<file path="src/hw/wdog_map.svh">
// Register offsets, field positions, reset values and timing counts of the watchdog pair
// Notes on behaviour
// (RULE1) Independent watchdog counts down in 12 bits, advanced by an 8-bit prescaler.
// (RULE2) Independent watchdog runs from its own 32 kHz low-speed tick, not main clock.
// (RULE3) Independent watchdog keeps counting in Stop and Standby low-power modes.
// (RULE4) Independent watchdog can reset the device when software fails to service it.
// (RULE5) Independent watchdog may instead serve as a free-running timeout timer.
// (RULE6) A nonvolatile option chooses hardware auto-start or software-only start.
// (RULE7) Window watchdog counts down in 7 bits and can run freely.
// (RULE8) Window watchdog can reset the device when software services it wrongly.
// (RULE9) Window watchdog is clocked from the main system clock.
// (RULE10) Window watchdog raises an early-warning interrupt before its reset.
// (RULE11) When configured, window counter freezes while the processor halts in debug.
// (RULE12) Independent watchdog resets at zero unless reloaded; reload restarts from reload value.
`ifndef WDOG_MAP_SVH
`define WDOG_MAP_SVH

`define CLK_HZ          50000000
`define LSI_HZ          32000
`define LSI_DIV         (`CLK_HZ / `LSI_HZ)
`define WWDG_DIV        4096

`define OFS_IW_KEY      8'h00
`define OFS_IW_PRESC    8'h04
`define OFS_IW_RELOAD   8'h08
`define OFS_IW_STATUS   8'h0C
`define OFS_IW_CFG      8'h10
`define OFS_WW_CTRL     8'h14
`define OFS_WW_CFG      8'h18
`define OFS_IRQ_STATUS  8'h1C
`define OFS_IRQ_MASK    8'h20

`define KEY_RELOAD      16'hAAAA
`define KEY_START       16'hCCCC

`define RST_IW_PRESC    8'h00
`define RST_IW_RELOAD   12'hFFF
`define RST_WW_CNT      7'h7F
`define RST_WW_WIN      7'h7F

`define WW_ACT_BIT      7
`define WW_FREEZE_BIT   8
`define IW_RUN_BIT      16
`define IW_TIMER_BIT    0
`define IRQ_IW_BIT      0
`define IRQ_WW_BIT      1
`define WW_EARLY_VAL    7'h40

`endif

</file>
<file path="src/hw/wdog_pkg.sv">
// Types shared by the watchdog pair
package wdog_pkg;
    typedef enum logic [1:0] {
        IW_IDLE = 2'b00,
        IW_RUN  = 2'b01
    } iw_state_t;

    typedef enum logic [1:0] {
        RESP_OKAY   = 2'b00,
        RESP_DECERR = 2'b11
    } axi_resp_t;
endpackage

</file>
<file path="src/hw/indep_wdog.sv">
// Independent watchdog: 8-bit prescaler feeding a 12-bit downcounter
`timescale 1ns/1ps
`default_nettype none
`include "wdog_map.svh"
module indep_wdog
    import wdog_pkg::*;
#(
    parameter int CNT_W = 12,
    parameter int PRE_W = 8
) (
    // Clock and reset
    input  wire logic             aclk,
    input  wire logic             aresetn,
    // Low-speed tick and controls
    input  wire logic             lsi_tick,
    input  wire logic             hw_start,
    input  wire logic             start_cmd,
    input  wire logic             reload_cmd,
    input  wire logic [PRE_W-1:0] presc,
    input  wire logic [CNT_W-1:0] reload_val,
    // State
    output logic      [CNT_W-1:0] count,
    output logic                  running,
    output logic                  expire
);
    iw_state_t        state_reg;
    logic             boot_reg;
    logic [PRE_W-1:0] pre_reg;
    logic             step;

    // Option strap is looked at in the first cycle after reset release
    always_ff @(posedge aclk) begin
        if (!aresetn) begin
            boot_reg <= 1'b1;
        end else begin
            boot_reg <= 1'b0;
        end
    end

    // Once started nothing but a reset stops it
    always_ff @(posedge aclk) begin
        if (!aresetn) begin
            state_reg <= IW_IDLE;
        end else begin
            case (state_reg)
                IW_IDLE: begin
                    if (start_cmd || (boot_reg && hw_start)) begin // RULE6
                        state_reg <= IW_RUN;
                    end
                end
                IW_RUN:  state_reg <= IW_RUN;
                default: state_reg <= IW_IDLE;
            endcase
        end
    end

    assign running = (state_reg == IW_RUN);
    assign step    = running && lsi_tick && (pre_reg == presc); // RULE1

    // Prescaler counts low-speed ticks only, so main-clock gating does not stop it
    always_ff @(posedge aclk) begin
        if (!aresetn) begin
            pre_reg <= '0;
        end else if (running && lsi_tick) begin // RULE2 RULE3
            pre_reg <= (pre_reg == presc) ? '0 : pre_reg + 1'b1;
        end
    end

    always_ff @(posedge aclk) begin
        if (!aresetn) begin
            count <= `RST_IW_RELOAD;
        end else if (reload_cmd || (!running && start_cmd)) begin
            count <= reload_val; // RULE12
        end else if (step) begin
            count <= (count == '0) ? reload_val : count - 1'b1; // RULE1 RULE5
        end
    end

    always_ff @(posedge aclk) begin
        if (!aresetn) begin
            expire <= 1'b0;
        end else begin
            expire <= step && (count == '0) && !reload_cmd; // RULE12
        end
    end
endmodule
`default_nettype wire

</file>
<file path="src/hw/window_wdog.sv">
// Window watchdog: 7-bit downcounter with early warning and debug freeze
`timescale 1ns/1ps
`default_nettype none
`include "wdog_map.svh"
module window_wdog #(
    parameter int CNT_W = 7
) (
    // Clock and reset
    input  wire logic             aclk,
    input  wire logic             aresetn,
    // Controls
    input  wire logic             tick,
    input  wire logic             freeze,
    input  wire logic             activate,
    input  wire logic             write_cnt,
    input  wire logic [CNT_W-1:0] wr_val,
    input  wire logic [CNT_W-1:0] window,
    // State
    output logic      [CNT_W-1:0] count,
    output logic                  active,
    output logic                  early,
    output logic                  reset_req
);
    logic dec;
    logic too_early;
    logic underflow;

    assign dec       = tick && !freeze; // RULE11
    assign too_early = write_cnt && active && (count > window);
    assign underflow = dec && (count == `WW_EARLY_VAL);

    // Activation is one-way; counting runs freely whether active or not
    always_ff @(posedge aclk) begin
        if (!aresetn) begin
            active <= 1'b0;
        end else if (activate) begin
            active <= 1'b1;
        end
    end

    always_ff @(posedge aclk) begin
        if (!aresetn) begin
            count <= `RST_WW_CNT;
        end else if (write_cnt) begin
            count <= wr_val;
        end else if (dec) begin
            count <= count - 1'b1; // RULE7 RULE9
        end
    end

    always_ff @(posedge aclk) begin
        if (!aresetn) begin
            early     <= 1'b0;
            reset_req <= 1'b0;
        end else begin
            early     <= dec && (count == `WW_EARLY_VAL + 7'h01) && !write_cnt; // RULE10
            reset_req <= active && (too_early || (underflow && !write_cnt)); // RULE8
        end
    end
endmodule
`default_nettype wire

</file>
<file path="src/hw/dual_watchdog_timers.sv">
// Top of the watchdog pair with its AXI4-Lite register slave and interrupt logic
//
// Chosen here: the register offsets and the AXI4-Lite interface to the registers.
`timescale 1ns/1ps
`default_nettype none
`include "wdog_map.svh"
module dual_watchdog_timers
    import wdog_pkg::*;
#(
    parameter int LSI_DIV  = `LSI_DIV,
    parameter int WWDG_DIV = `WWDG_DIV
) (
    // Clock and reset
    input  wire logic        aclk,
    input  wire logic        aresetn,
    // AXI4-Lite write address
    input  wire logic [7:0]  s_axi_awaddr,
    input  wire logic        s_axi_awvalid,
    output logic             s_axi_awready,
    // AXI4-Lite write data
    input  wire logic [31:0] s_axi_wdata,
    input  wire logic [3:0]  s_axi_wstrb,
    input  wire logic        s_axi_wvalid,
    output logic             s_axi_wready,
    // AXI4-Lite write response
    output logic [1:0]       s_axi_bresp,
    output logic             s_axi_bvalid,
    input  wire logic        s_axi_bready,
    // AXI4-Lite read address
    input  wire logic [7:0]  s_axi_araddr,
    input  wire logic        s_axi_arvalid,
    output logic             s_axi_arready,
    // AXI4-Lite read data
    output logic [31:0]      s_axi_rdata,
    output logic [1:0]       s_axi_rresp,
    output logic             s_axi_rvalid,
    input  wire logic        s_axi_rready,
    // System state
    input  wire logic        hw_start_opt,
    input  wire logic        low_power,
    input  wire logic        debug_halt,
    // Outputs
    output logic             device_reset,
    output logic             irq
);
    // Write channel holding registers
    logic [7:0]  aw_addr_reg;
    logic        aw_full_reg;
    logic [31:0] w_data_reg;
    logic [3:0]  w_strb_reg;
    logic        w_full_reg;
    logic        wr_go;
    logic        wr_hit;

    // Software-visible state
    logic [7:0]  iw_presc_reg;
    logic [11:0] iw_reload_reg;
    logic        iw_timer_reg;
    logic [6:0]  ww_win_reg;
    logic        ww_freeze_reg;
    logic [1:0]  irq_status_reg;
    logic [1:0]  irq_mask_reg;

    // Tick dividers
    logic [$clog2(LSI_DIV)-1:0]  lsi_cnt_reg;
    logic [$clog2(WWDG_DIV)-1:0] ww_pre_reg;
    logic                        lsi_tick;
    logic                        ww_tick;

    // Watchdog hookups
    logic        iw_start;
    logic        iw_reload;
    logic [11:0] iw_count;
    logic        iw_running;
    logic        iw_expire;
    logic        ww_activate;
    logic        ww_write;
    logic [6:0]  ww_count;
    logic        ww_active;
    logic        ww_early;
    logic        ww_reset;
    logic [1:0]  irq_set;
    logic [31:0] rd_word;
    logic        rd_hit;

    // Address and data are taken in either order and held until the response
    assign s_axi_awready = !aw_full_reg;
    assign s_axi_wready  = !w_full_reg;
    assign wr_go         = aw_full_reg && w_full_reg && !s_axi_bvalid;

    always_ff @(posedge aclk) begin
        if (!aresetn) begin
            aw_full_reg <= 1'b0;
            aw_addr_reg <= 8'h00;
        end else if (s_axi_awvalid && s_axi_awready) begin
            aw_full_reg <= 1'b1;
            aw_addr_reg <= s_axi_awaddr;
        end else if (wr_go) begin
            aw_full_reg <= 1'b0;
        end
    end

    always_ff @(posedge aclk) begin
        if (!aresetn) begin
            w_full_reg <= 1'b0;
            w_data_reg <= 32'h0000_0000;
            w_strb_reg <= 4'h0;
        end else if (s_axi_wvalid && s_axi_wready) begin
            w_full_reg <= 1'b1;
            w_data_reg <= s_axi_wdata;
            w_strb_reg <= s_axi_wstrb;
        end else if (wr_go) begin
            w_full_reg <= 1'b0;
        end
    end

    always_comb begin
        case (aw_addr_reg)
            `OFS_IW_KEY, `OFS_IW_PRESC, `OFS_IW_RELOAD, `OFS_IW_STATUS, `OFS_IW_CFG,
            `OFS_WW_CTRL, `OFS_WW_CFG, `OFS_IRQ_STATUS, `OFS_IRQ_MASK: wr_hit = 1'b1;
            default: wr_hit = 1'b0;
        endcase
    end

    always_ff @(posedge aclk) begin
        if (!aresetn) begin
            s_axi_bvalid <= 1'b0;
            s_axi_bresp  <= RESP_OKAY;
        end else if (wr_go) begin
            s_axi_bvalid <= 1'b1;
            s_axi_bresp  <= wr_hit ? RESP_OKAY : RESP_DECERR;
        end else if (s_axi_bready) begin
            s_axi_bvalid <= 1'b0;
        end
    end

    // Key codes only count when both low lanes are written
    assign iw_reload = wr_go && (aw_addr_reg == `OFS_IW_KEY) && (&w_strb_reg[1:0])
                       && (w_data_reg[15:0] == `KEY_RELOAD);
    assign iw_start  = wr_go && (aw_addr_reg == `OFS_IW_KEY) && (&w_strb_reg[1:0])
                       && (w_data_reg[15:0] == `KEY_START);
    assign ww_write  = wr_go && (aw_addr_reg == `OFS_WW_CTRL) && w_strb_reg[0];
    assign ww_activate = ww_write && w_data_reg[`WW_ACT_BIT];

    always_ff @(posedge aclk) begin
        if (!aresetn) begin
            iw_presc_reg  <= `RST_IW_PRESC;
            iw_reload_reg <= `RST_IW_RELOAD;
            iw_timer_reg  <= 1'b0;
            ww_win_reg    <= `RST_WW_WIN;
            ww_freeze_reg <= 1'b0;
            irq_mask_reg  <= 2'h0;
        end else if (wr_go) begin
            case (aw_addr_reg)
                `OFS_IW_PRESC: begin
                    if (w_strb_reg[0]) begin
                        iw_presc_reg <= w_data_reg[7:0];
                    end
                end
                `OFS_IW_RELOAD: begin
                    if (w_strb_reg[0]) begin
                        iw_reload_reg[7:0] <= w_data_reg[7:0];
                    end
                    if (w_strb_reg[1]) begin
                        iw_reload_reg[11:8] <= w_data_reg[11:8];
                    end
                end
                `OFS_IW_CFG: begin
                    if (w_strb_reg[0]) begin
                        iw_timer_reg <= w_data_reg[`IW_TIMER_BIT]; // RULE5
                    end
                end
                `OFS_WW_CFG: begin
                    if (w_strb_reg[0]) begin
                        ww_win_reg <= w_data_reg[6:0];
                    end
                    if (w_strb_reg[1]) begin
                        ww_freeze_reg <= w_data_reg[`WW_FREEZE_BIT]; // RULE11
                    end
                end
                `OFS_IRQ_MASK: begin
                    if (w_strb_reg[0]) begin
                        irq_mask_reg <= w_data_reg[1:0];
                    end
                end
                default: begin
                end
            endcase
        end
    end

    // Low-speed tick stands in for the separate oscillator; it ignores low_power
    assign lsi_tick = (lsi_cnt_reg == ($clog2(LSI_DIV))'(LSI_DIV - 1));

    always_ff @(posedge aclk) begin
        if (!aresetn) begin
            lsi_cnt_reg <= '0;
        end else begin
            lsi_cnt_reg <= lsi_tick ? '0 : lsi_cnt_reg + 1'b1; // RULE2 RULE3
        end
    end

    // Window prescaler sits on the main clock, which low-power modes stop
    assign ww_tick = !low_power && (ww_pre_reg == ($clog2(WWDG_DIV))'(WWDG_DIV - 1));

    always_ff @(posedge aclk) begin
        if (!aresetn) begin
            ww_pre_reg <= '0;
        end else if (!low_power && !(debug_halt && ww_freeze_reg)) begin
            ww_pre_reg <= ww_pre_reg + 1'b1; // RULE9
        end
    end

    indep_wdog #(
        .CNT_W (12),
        .PRE_W (8)
    ) u_indep (
        .aclk       (aclk),
        .aresetn    (aresetn),
        .lsi_tick   (lsi_tick),
        .hw_start   (hw_start_opt),
        .start_cmd  (iw_start),
        .reload_cmd (iw_reload),
        .presc      (iw_presc_reg),
        .reload_val (iw_reload_reg),
        .count      (iw_count),
        .running    (iw_running),
        .expire     (iw_expire)
    );

    window_wdog #(
        .CNT_W (7)
    ) u_window (
        .aclk      (aclk),
        .aresetn   (aresetn),
        .tick      (ww_tick),
        .freeze    (debug_halt && ww_freeze_reg),
        .activate  (ww_activate),
        .write_cnt (ww_write),
        .wr_val    (w_data_reg[6:0]),
        .window    (ww_win_reg),
        .count     (ww_count),
        .active    (ww_active),
        .early     (ww_early),
        .reset_req (ww_reset)
    );

    // Timer mode turns expiry into an interrupt instead of a reset
    always_ff @(posedge aclk) begin
        if (!aresetn) begin
            device_reset <= 1'b0;
        end else begin
            device_reset <= (iw_expire && !iw_timer_reg) || ww_reset; // RULE4 RULE12 RULE8
        end
    end

    assign irq_set[`IRQ_IW_BIT] = iw_expire && iw_timer_reg; // RULE5
    assign irq_set[`IRQ_WW_BIT] = ww_early; // RULE10

    // Set wins over a write-one-to-clear in the same cycle
    always_ff @(posedge aclk) begin
        if (!aresetn) begin
            irq_status_reg <= 2'h0;
        end else if (wr_go && (aw_addr_reg == `OFS_IRQ_STATUS) && w_strb_reg[0]) begin
            irq_status_reg <= (irq_status_reg & ~w_data_reg[1:0]) | irq_set;
        end else begin
            irq_status_reg <= irq_status_reg | irq_set;
        end
    end

    assign irq = |(irq_status_reg & irq_mask_reg);

    // Read side: one read at a time, answered the cycle after the address
    assign s_axi_arready = !s_axi_rvalid;

    always_comb begin
        rd_hit  = 1'b1;
        rd_word = 32'h0000_0000;
        case (s_axi_araddr)
            `OFS_IW_KEY:     rd_word = 32'h0000_0000;
            `OFS_IW_PRESC:   rd_word = {24'h0, iw_presc_reg};
            `OFS_IW_RELOAD:  rd_word = {20'h0, iw_reload_reg};
            `OFS_IW_STATUS:  rd_word = {15'h0, iw_running, 4'h0, iw_count};
            `OFS_IW_CFG:     rd_word = {31'h0, iw_timer_reg};
            `OFS_WW_CTRL:    rd_word = {24'h0, ww_active, ww_count};
            `OFS_WW_CFG:     rd_word = {23'h0, ww_freeze_reg, 1'b0, ww_win_reg};
            `OFS_IRQ_STATUS: rd_word = {30'h0, irq_status_reg};
            `OFS_IRQ_MASK:   rd_word = {30'h0, irq_mask_reg};
            default:         rd_hit  = 1'b0;
        endcase
    end

    always_ff @(posedge aclk) begin
        if (!aresetn) begin
            s_axi_rvalid <= 1'b0;
            s_axi_rdata  <= 32'h0000_0000;
            s_axi_rresp  <= RESP_OKAY;
        end else if (s_axi_arvalid && s_axi_arready) begin
            s_axi_rvalid <= 1'b1;
            s_axi_rdata  <= rd_word;
            s_axi_rresp  <= rd_hit ? RESP_OKAY : RESP_DECERR;
        end else if (s_axi_rready) begin
            s_axi_rvalid <= 1'b0;
        end
    end
endmodule
`default_nettype wire

</file>
<file path="config.mk">
export PLATFORM = sky130hd
export DESIGN_NAME = dual_watchdog_timers
export DESIGN_NICKNAME = d
export VERILOG_FILES = /design/src/hw/wdog_pkg.sv /design/src/hw/indep_wdog.sv /design/src/hw/window_wdog.sv /design/src/hw/dual_watchdog_timers.sv
export VERILOG_INCLUDE_DIRS = /design/src /design/src/hw
export SDC_FILE = /design/constraint.sdc
export NUM_CORES = 1
export LEC_CHECK = 0
export BUFFER_PORTS_ARGS = -buffer_cell sky130_fd_sc_hd__buf_2
export CAP_MARGIN = 20
export CORE_AREA = 10 10 162 104
export CTS_CLUSTER_DIAMETER = 60
export CTS_CLUSTER_SIZE = 25
export DETAILED_ROUTE_END_ITERATION = 7
export DIE_AREA = 0 0 172 114
export PLACE_DENSITY = 0.81
export REMOVE_ABC_BUFFERS = 1
export SYNTH_ARGS = -nofsm -noshare
export SYNTH_HDL_FRONTEND = slang
export SYNTH_HIERARCHICAL = 1
export SYNTH_SLANG_ARGS = --single-unit
</file>
<file path="constraint.sdc">
create_clock -name aclk -period 7.7 [get_ports aclk]
set_input_delay 0.385 -clock aclk [delete_from_list [all_inputs] [get_ports aclk]]
set_output_delay 0.385 -clock aclk [all_outputs]
set_load 0.03 [all_outputs]
</file>
==> impl_metrics.env <==
export IMPL_slew_headroom=0.290
export IMPL_setup_worst_path_start="w_full_reg"
export IMPL_syn_avg_cell_area_um2=8.69
export IMPL_path_class="register to register"
export IMPL_nets=926
export IMPL_cts_buffers=17
export IMPL_synth_edff_count=0
export IMPL_hold_path_class="input pin to register"
export IMPL_clkTransAtPathRegs_ns=0.06
export IMPL_layout_min_cycle_time_ns=3.27
export IMPL_endpoint_kind="register"
export IMPL_ios=105
export IMPL_drtIter0Drc=764
export IMPL_min_from="s_axi_rready"
export IMPL_leakagePower_nw=3.20
export IMPL_tightest_slew_ns=1.06
export IMPL_ys_dominant_reg_cell="dfxtp_1"
export IMPL_dieWidth_um=172
export IMPL_skew_ns=0.0107
export IMPL_worst_ir_drop_vdd_mv=0.120
export IMPL_rsz0062_at_grt="no"
export IMPL_post_route_drc_count=0
export IMPL_antenna_cells=0
export IMPL_ff2ff_path_depth=9
export IMPL_synthesis_area_mm2=0.00695
export IMPL_final_common_cell="dfxtp_1"
export IMPL_ys_seq_area_frac=0.389
export IMPL_fmax_mhz=306
export IMPL_clock_latency_ns=0.43
export IMPL_gp_congestion=0.883
export IMPL_wl_per_cell_um=17.7
export IMPL_ctsResizeCount=0
export IMPL_cts_hold_buf=0
export IMPL_dr_max_layer_used="met4"
export IMPL_drt_met1_wl_mm=9.11
export IMPL_critical_path_depth=9
export IMPL_wl_mm=18.4
export IMPL_cp_top_family="simple AND/OR/NAND/NOR gates"
export IMPL_route_met3_wl_mm=1.82
export IMPL_grt_usage=0.188
export IMPL_hold_path_depth=2
export IMPL_gr_total_overflow=0
export IMPL_clk_path_buf_depth=2
export IMPL_cts_root_buf="clkbuf_16"
export IMPL_cts_tree="done"
export IMPL_viasPerCell=5.78
export IMPL_critPathRequiredTime_ns=7.98
export IMPL_h_tree_depth=4
export IMPL_slowest_delay_ns=0.63
export IMPL_hold_path_end="s_axi_rvalid"
export IMPL_dp_cells=1008
export IMPL_cp_num_buf_inv=0
export IMPL_grt_pass1_vias=5598
export IMPL_ys_ff_latch=135
export IMPL_vias=6019
export IMPL_area_growth_pct=13.6
export IMPL_crit_fanout=13
export IMPL_port_buffer_count=67
export IMPL_antenna_found_initial=0
export IMPL_timing_rr_end="u_indep/count[4]"
export IMPL_cap_viol_max_count=0
export IMPL_hold_viol=0
export IMPL_finalPower_mw=1.73
export IMPL_detailed_place_hpwl_mm=13.1
export IMPL_grt_pass1_wl_mm=29.7
export IMPL_clock_sinks=135
export IMPL_ys_types=77
export IMPL_yosys_warnings=6
export IMPL_async_flop_share=0
export IMPL_post_route_period_util=0.425
export IMPL_die_h_um=114
export IMPL_firstDrtPassIters=5
export IMPL_crit_chain="nand3b_4 > or4_4 > nor4_2 > and3_1 > nor2b_1 > or2_1 > a31o_2 > mux2i_1 > o21ai_1"
export IMPL_status="finished, final reports clean"
export IMPL_slew_violations=0
export IMPL_powerDensity_mw_per_mm2=219
export IMPL_die_area_mm2=0.0196
export IMPL_critPathArrivalTime_ns=3.55
export IMPL_rrSetupSlack_ns=4.43
export IMPL_core_mm2=0.0140
export IMPL_reg2reg_from="w_full_reg"
export IMPL_detail_route_antenna_nets=0
export IMPL_startpoint_type="register"
export IMPL_drive_above_1_share=0.156
export IMPL_cp_slowest_cell="or4_4"
export IMPL_mostFrequentLayoutCells="dfxtp_1, nand2_1, nor2_1, buf_2, a21oi_1"
export IMPL_grt_max_degree=76
export IMPL_instances_no_fill=1041
export IMPL_syn_inst=800
export IMPL_largest_reg_flops=16
export IMPL_setup_viol=0
export IMPL_met2WireLength_mm=7.34
export IMPL_fin_setup_tns_ns=0
export IMPL_start_util=0.495
export IMPL_postCtsSetupBuffers=0
export IMPL_rows=34
==> Yosys cell counts (12+ instances only) <==
| cell | n | share of area |
|---|---|---|
| clkbuf_1 | 22 | 0.012 |
| o21ai_1 | 12 | 0.0086 |
| inv_1 | 25 | 0.013 |
| mux2i_1 | 40 | 0.058 |
| buf_4 | 23 | 0.025 |
| dfxtp_1 | 135 | 0.39 |
| a21oi_1 | 54 | 0.039 |
| ha_1 | 16 | 0.029 |
| xor2_1 | 29 | 0.037 |
| nand2_1 | 77 | 0.042 |
| nor2_1 | 74 | 0.040 |
| nand3_1 | 38 | 0.027 |
| nor3_1 | 12 | 0.0086 |
| nand4_1 | 24 | 0.022 |
| o21ai_0 | 26 | 0.019 |
==> layout make-up <==
class                      instances  area (um2)
inverter                          26        97.6
sequential                       135        2700
clock inverter                    14         198
fill                            1272        6140
tap                              180         225
timing repair buffer              70         358
multi-input combinational        598        3880
clock buffer                      18         439
==> worst max path at each step <==
stage | to | slack [ns]
after floorplan | u_indep/count[4] | 4.92
after global placement | u_indep/count[4] | 4.61
after detailed placement | u_indep/count[4] | 4.52
after CTS | u_indep/count[4] | 4.49
after global routing | u_indep/count[4] | 4.22
final | u_indep/count[4] | 4.43
==> metal layers <==
metal,global-route usage,vias up
met5,0,-
met3,0.0642,12
met2,0.247,252
met4,0.0509,0
li1,-,2924
met1,0.281,2831
==> kinds of logic after synthesis <==
group                      after synthesis  share of synthesized area
and+or+nand+nor                        326                      0.263
other                                    1                   0.000539
xor gates and xnor gates                36                     0.0454
adders and majority gates               16                     0.0288
AOI/OAI and AO/OA                      155                      0.141
buffers and inverters                   85                     0.0634
DFF                                    135                      0.389
muxes                                   46                     0.0689
==> power by group <==
part | internal (mW) | leakage (nW) | total (mW) | switching, mW
clock | 0.553 | 0.307 | 0.877 | 0.324
sequential | 0.713 | 1.10 | 0.732 | 0.0195
combinational | 0.0373 | 1.80 | 0.118 | 0.0809
total | 1.30 | 3.20 | 1.73 | 0.424
==> stage by stage <==
stage / setup slack (ns) / area, um2 / util / hold slack, ns
after floorplan: 4.92 / 6680 / - / 0.413
after global placement: 4.61 / 7250 / 0.517 / 0.424
after detailed placement: 4.52 / 7250 / 0.517 / 0.433
after CTS: 4.49 / 7890 / 0.562 / 0.129
after global routing: 4.22 / 7900 / 0.562 / 0.153
final: 4.43 / 7900 / 0.562 / 0.142
No activity file was read; power rests on OpenSTA's default activity.
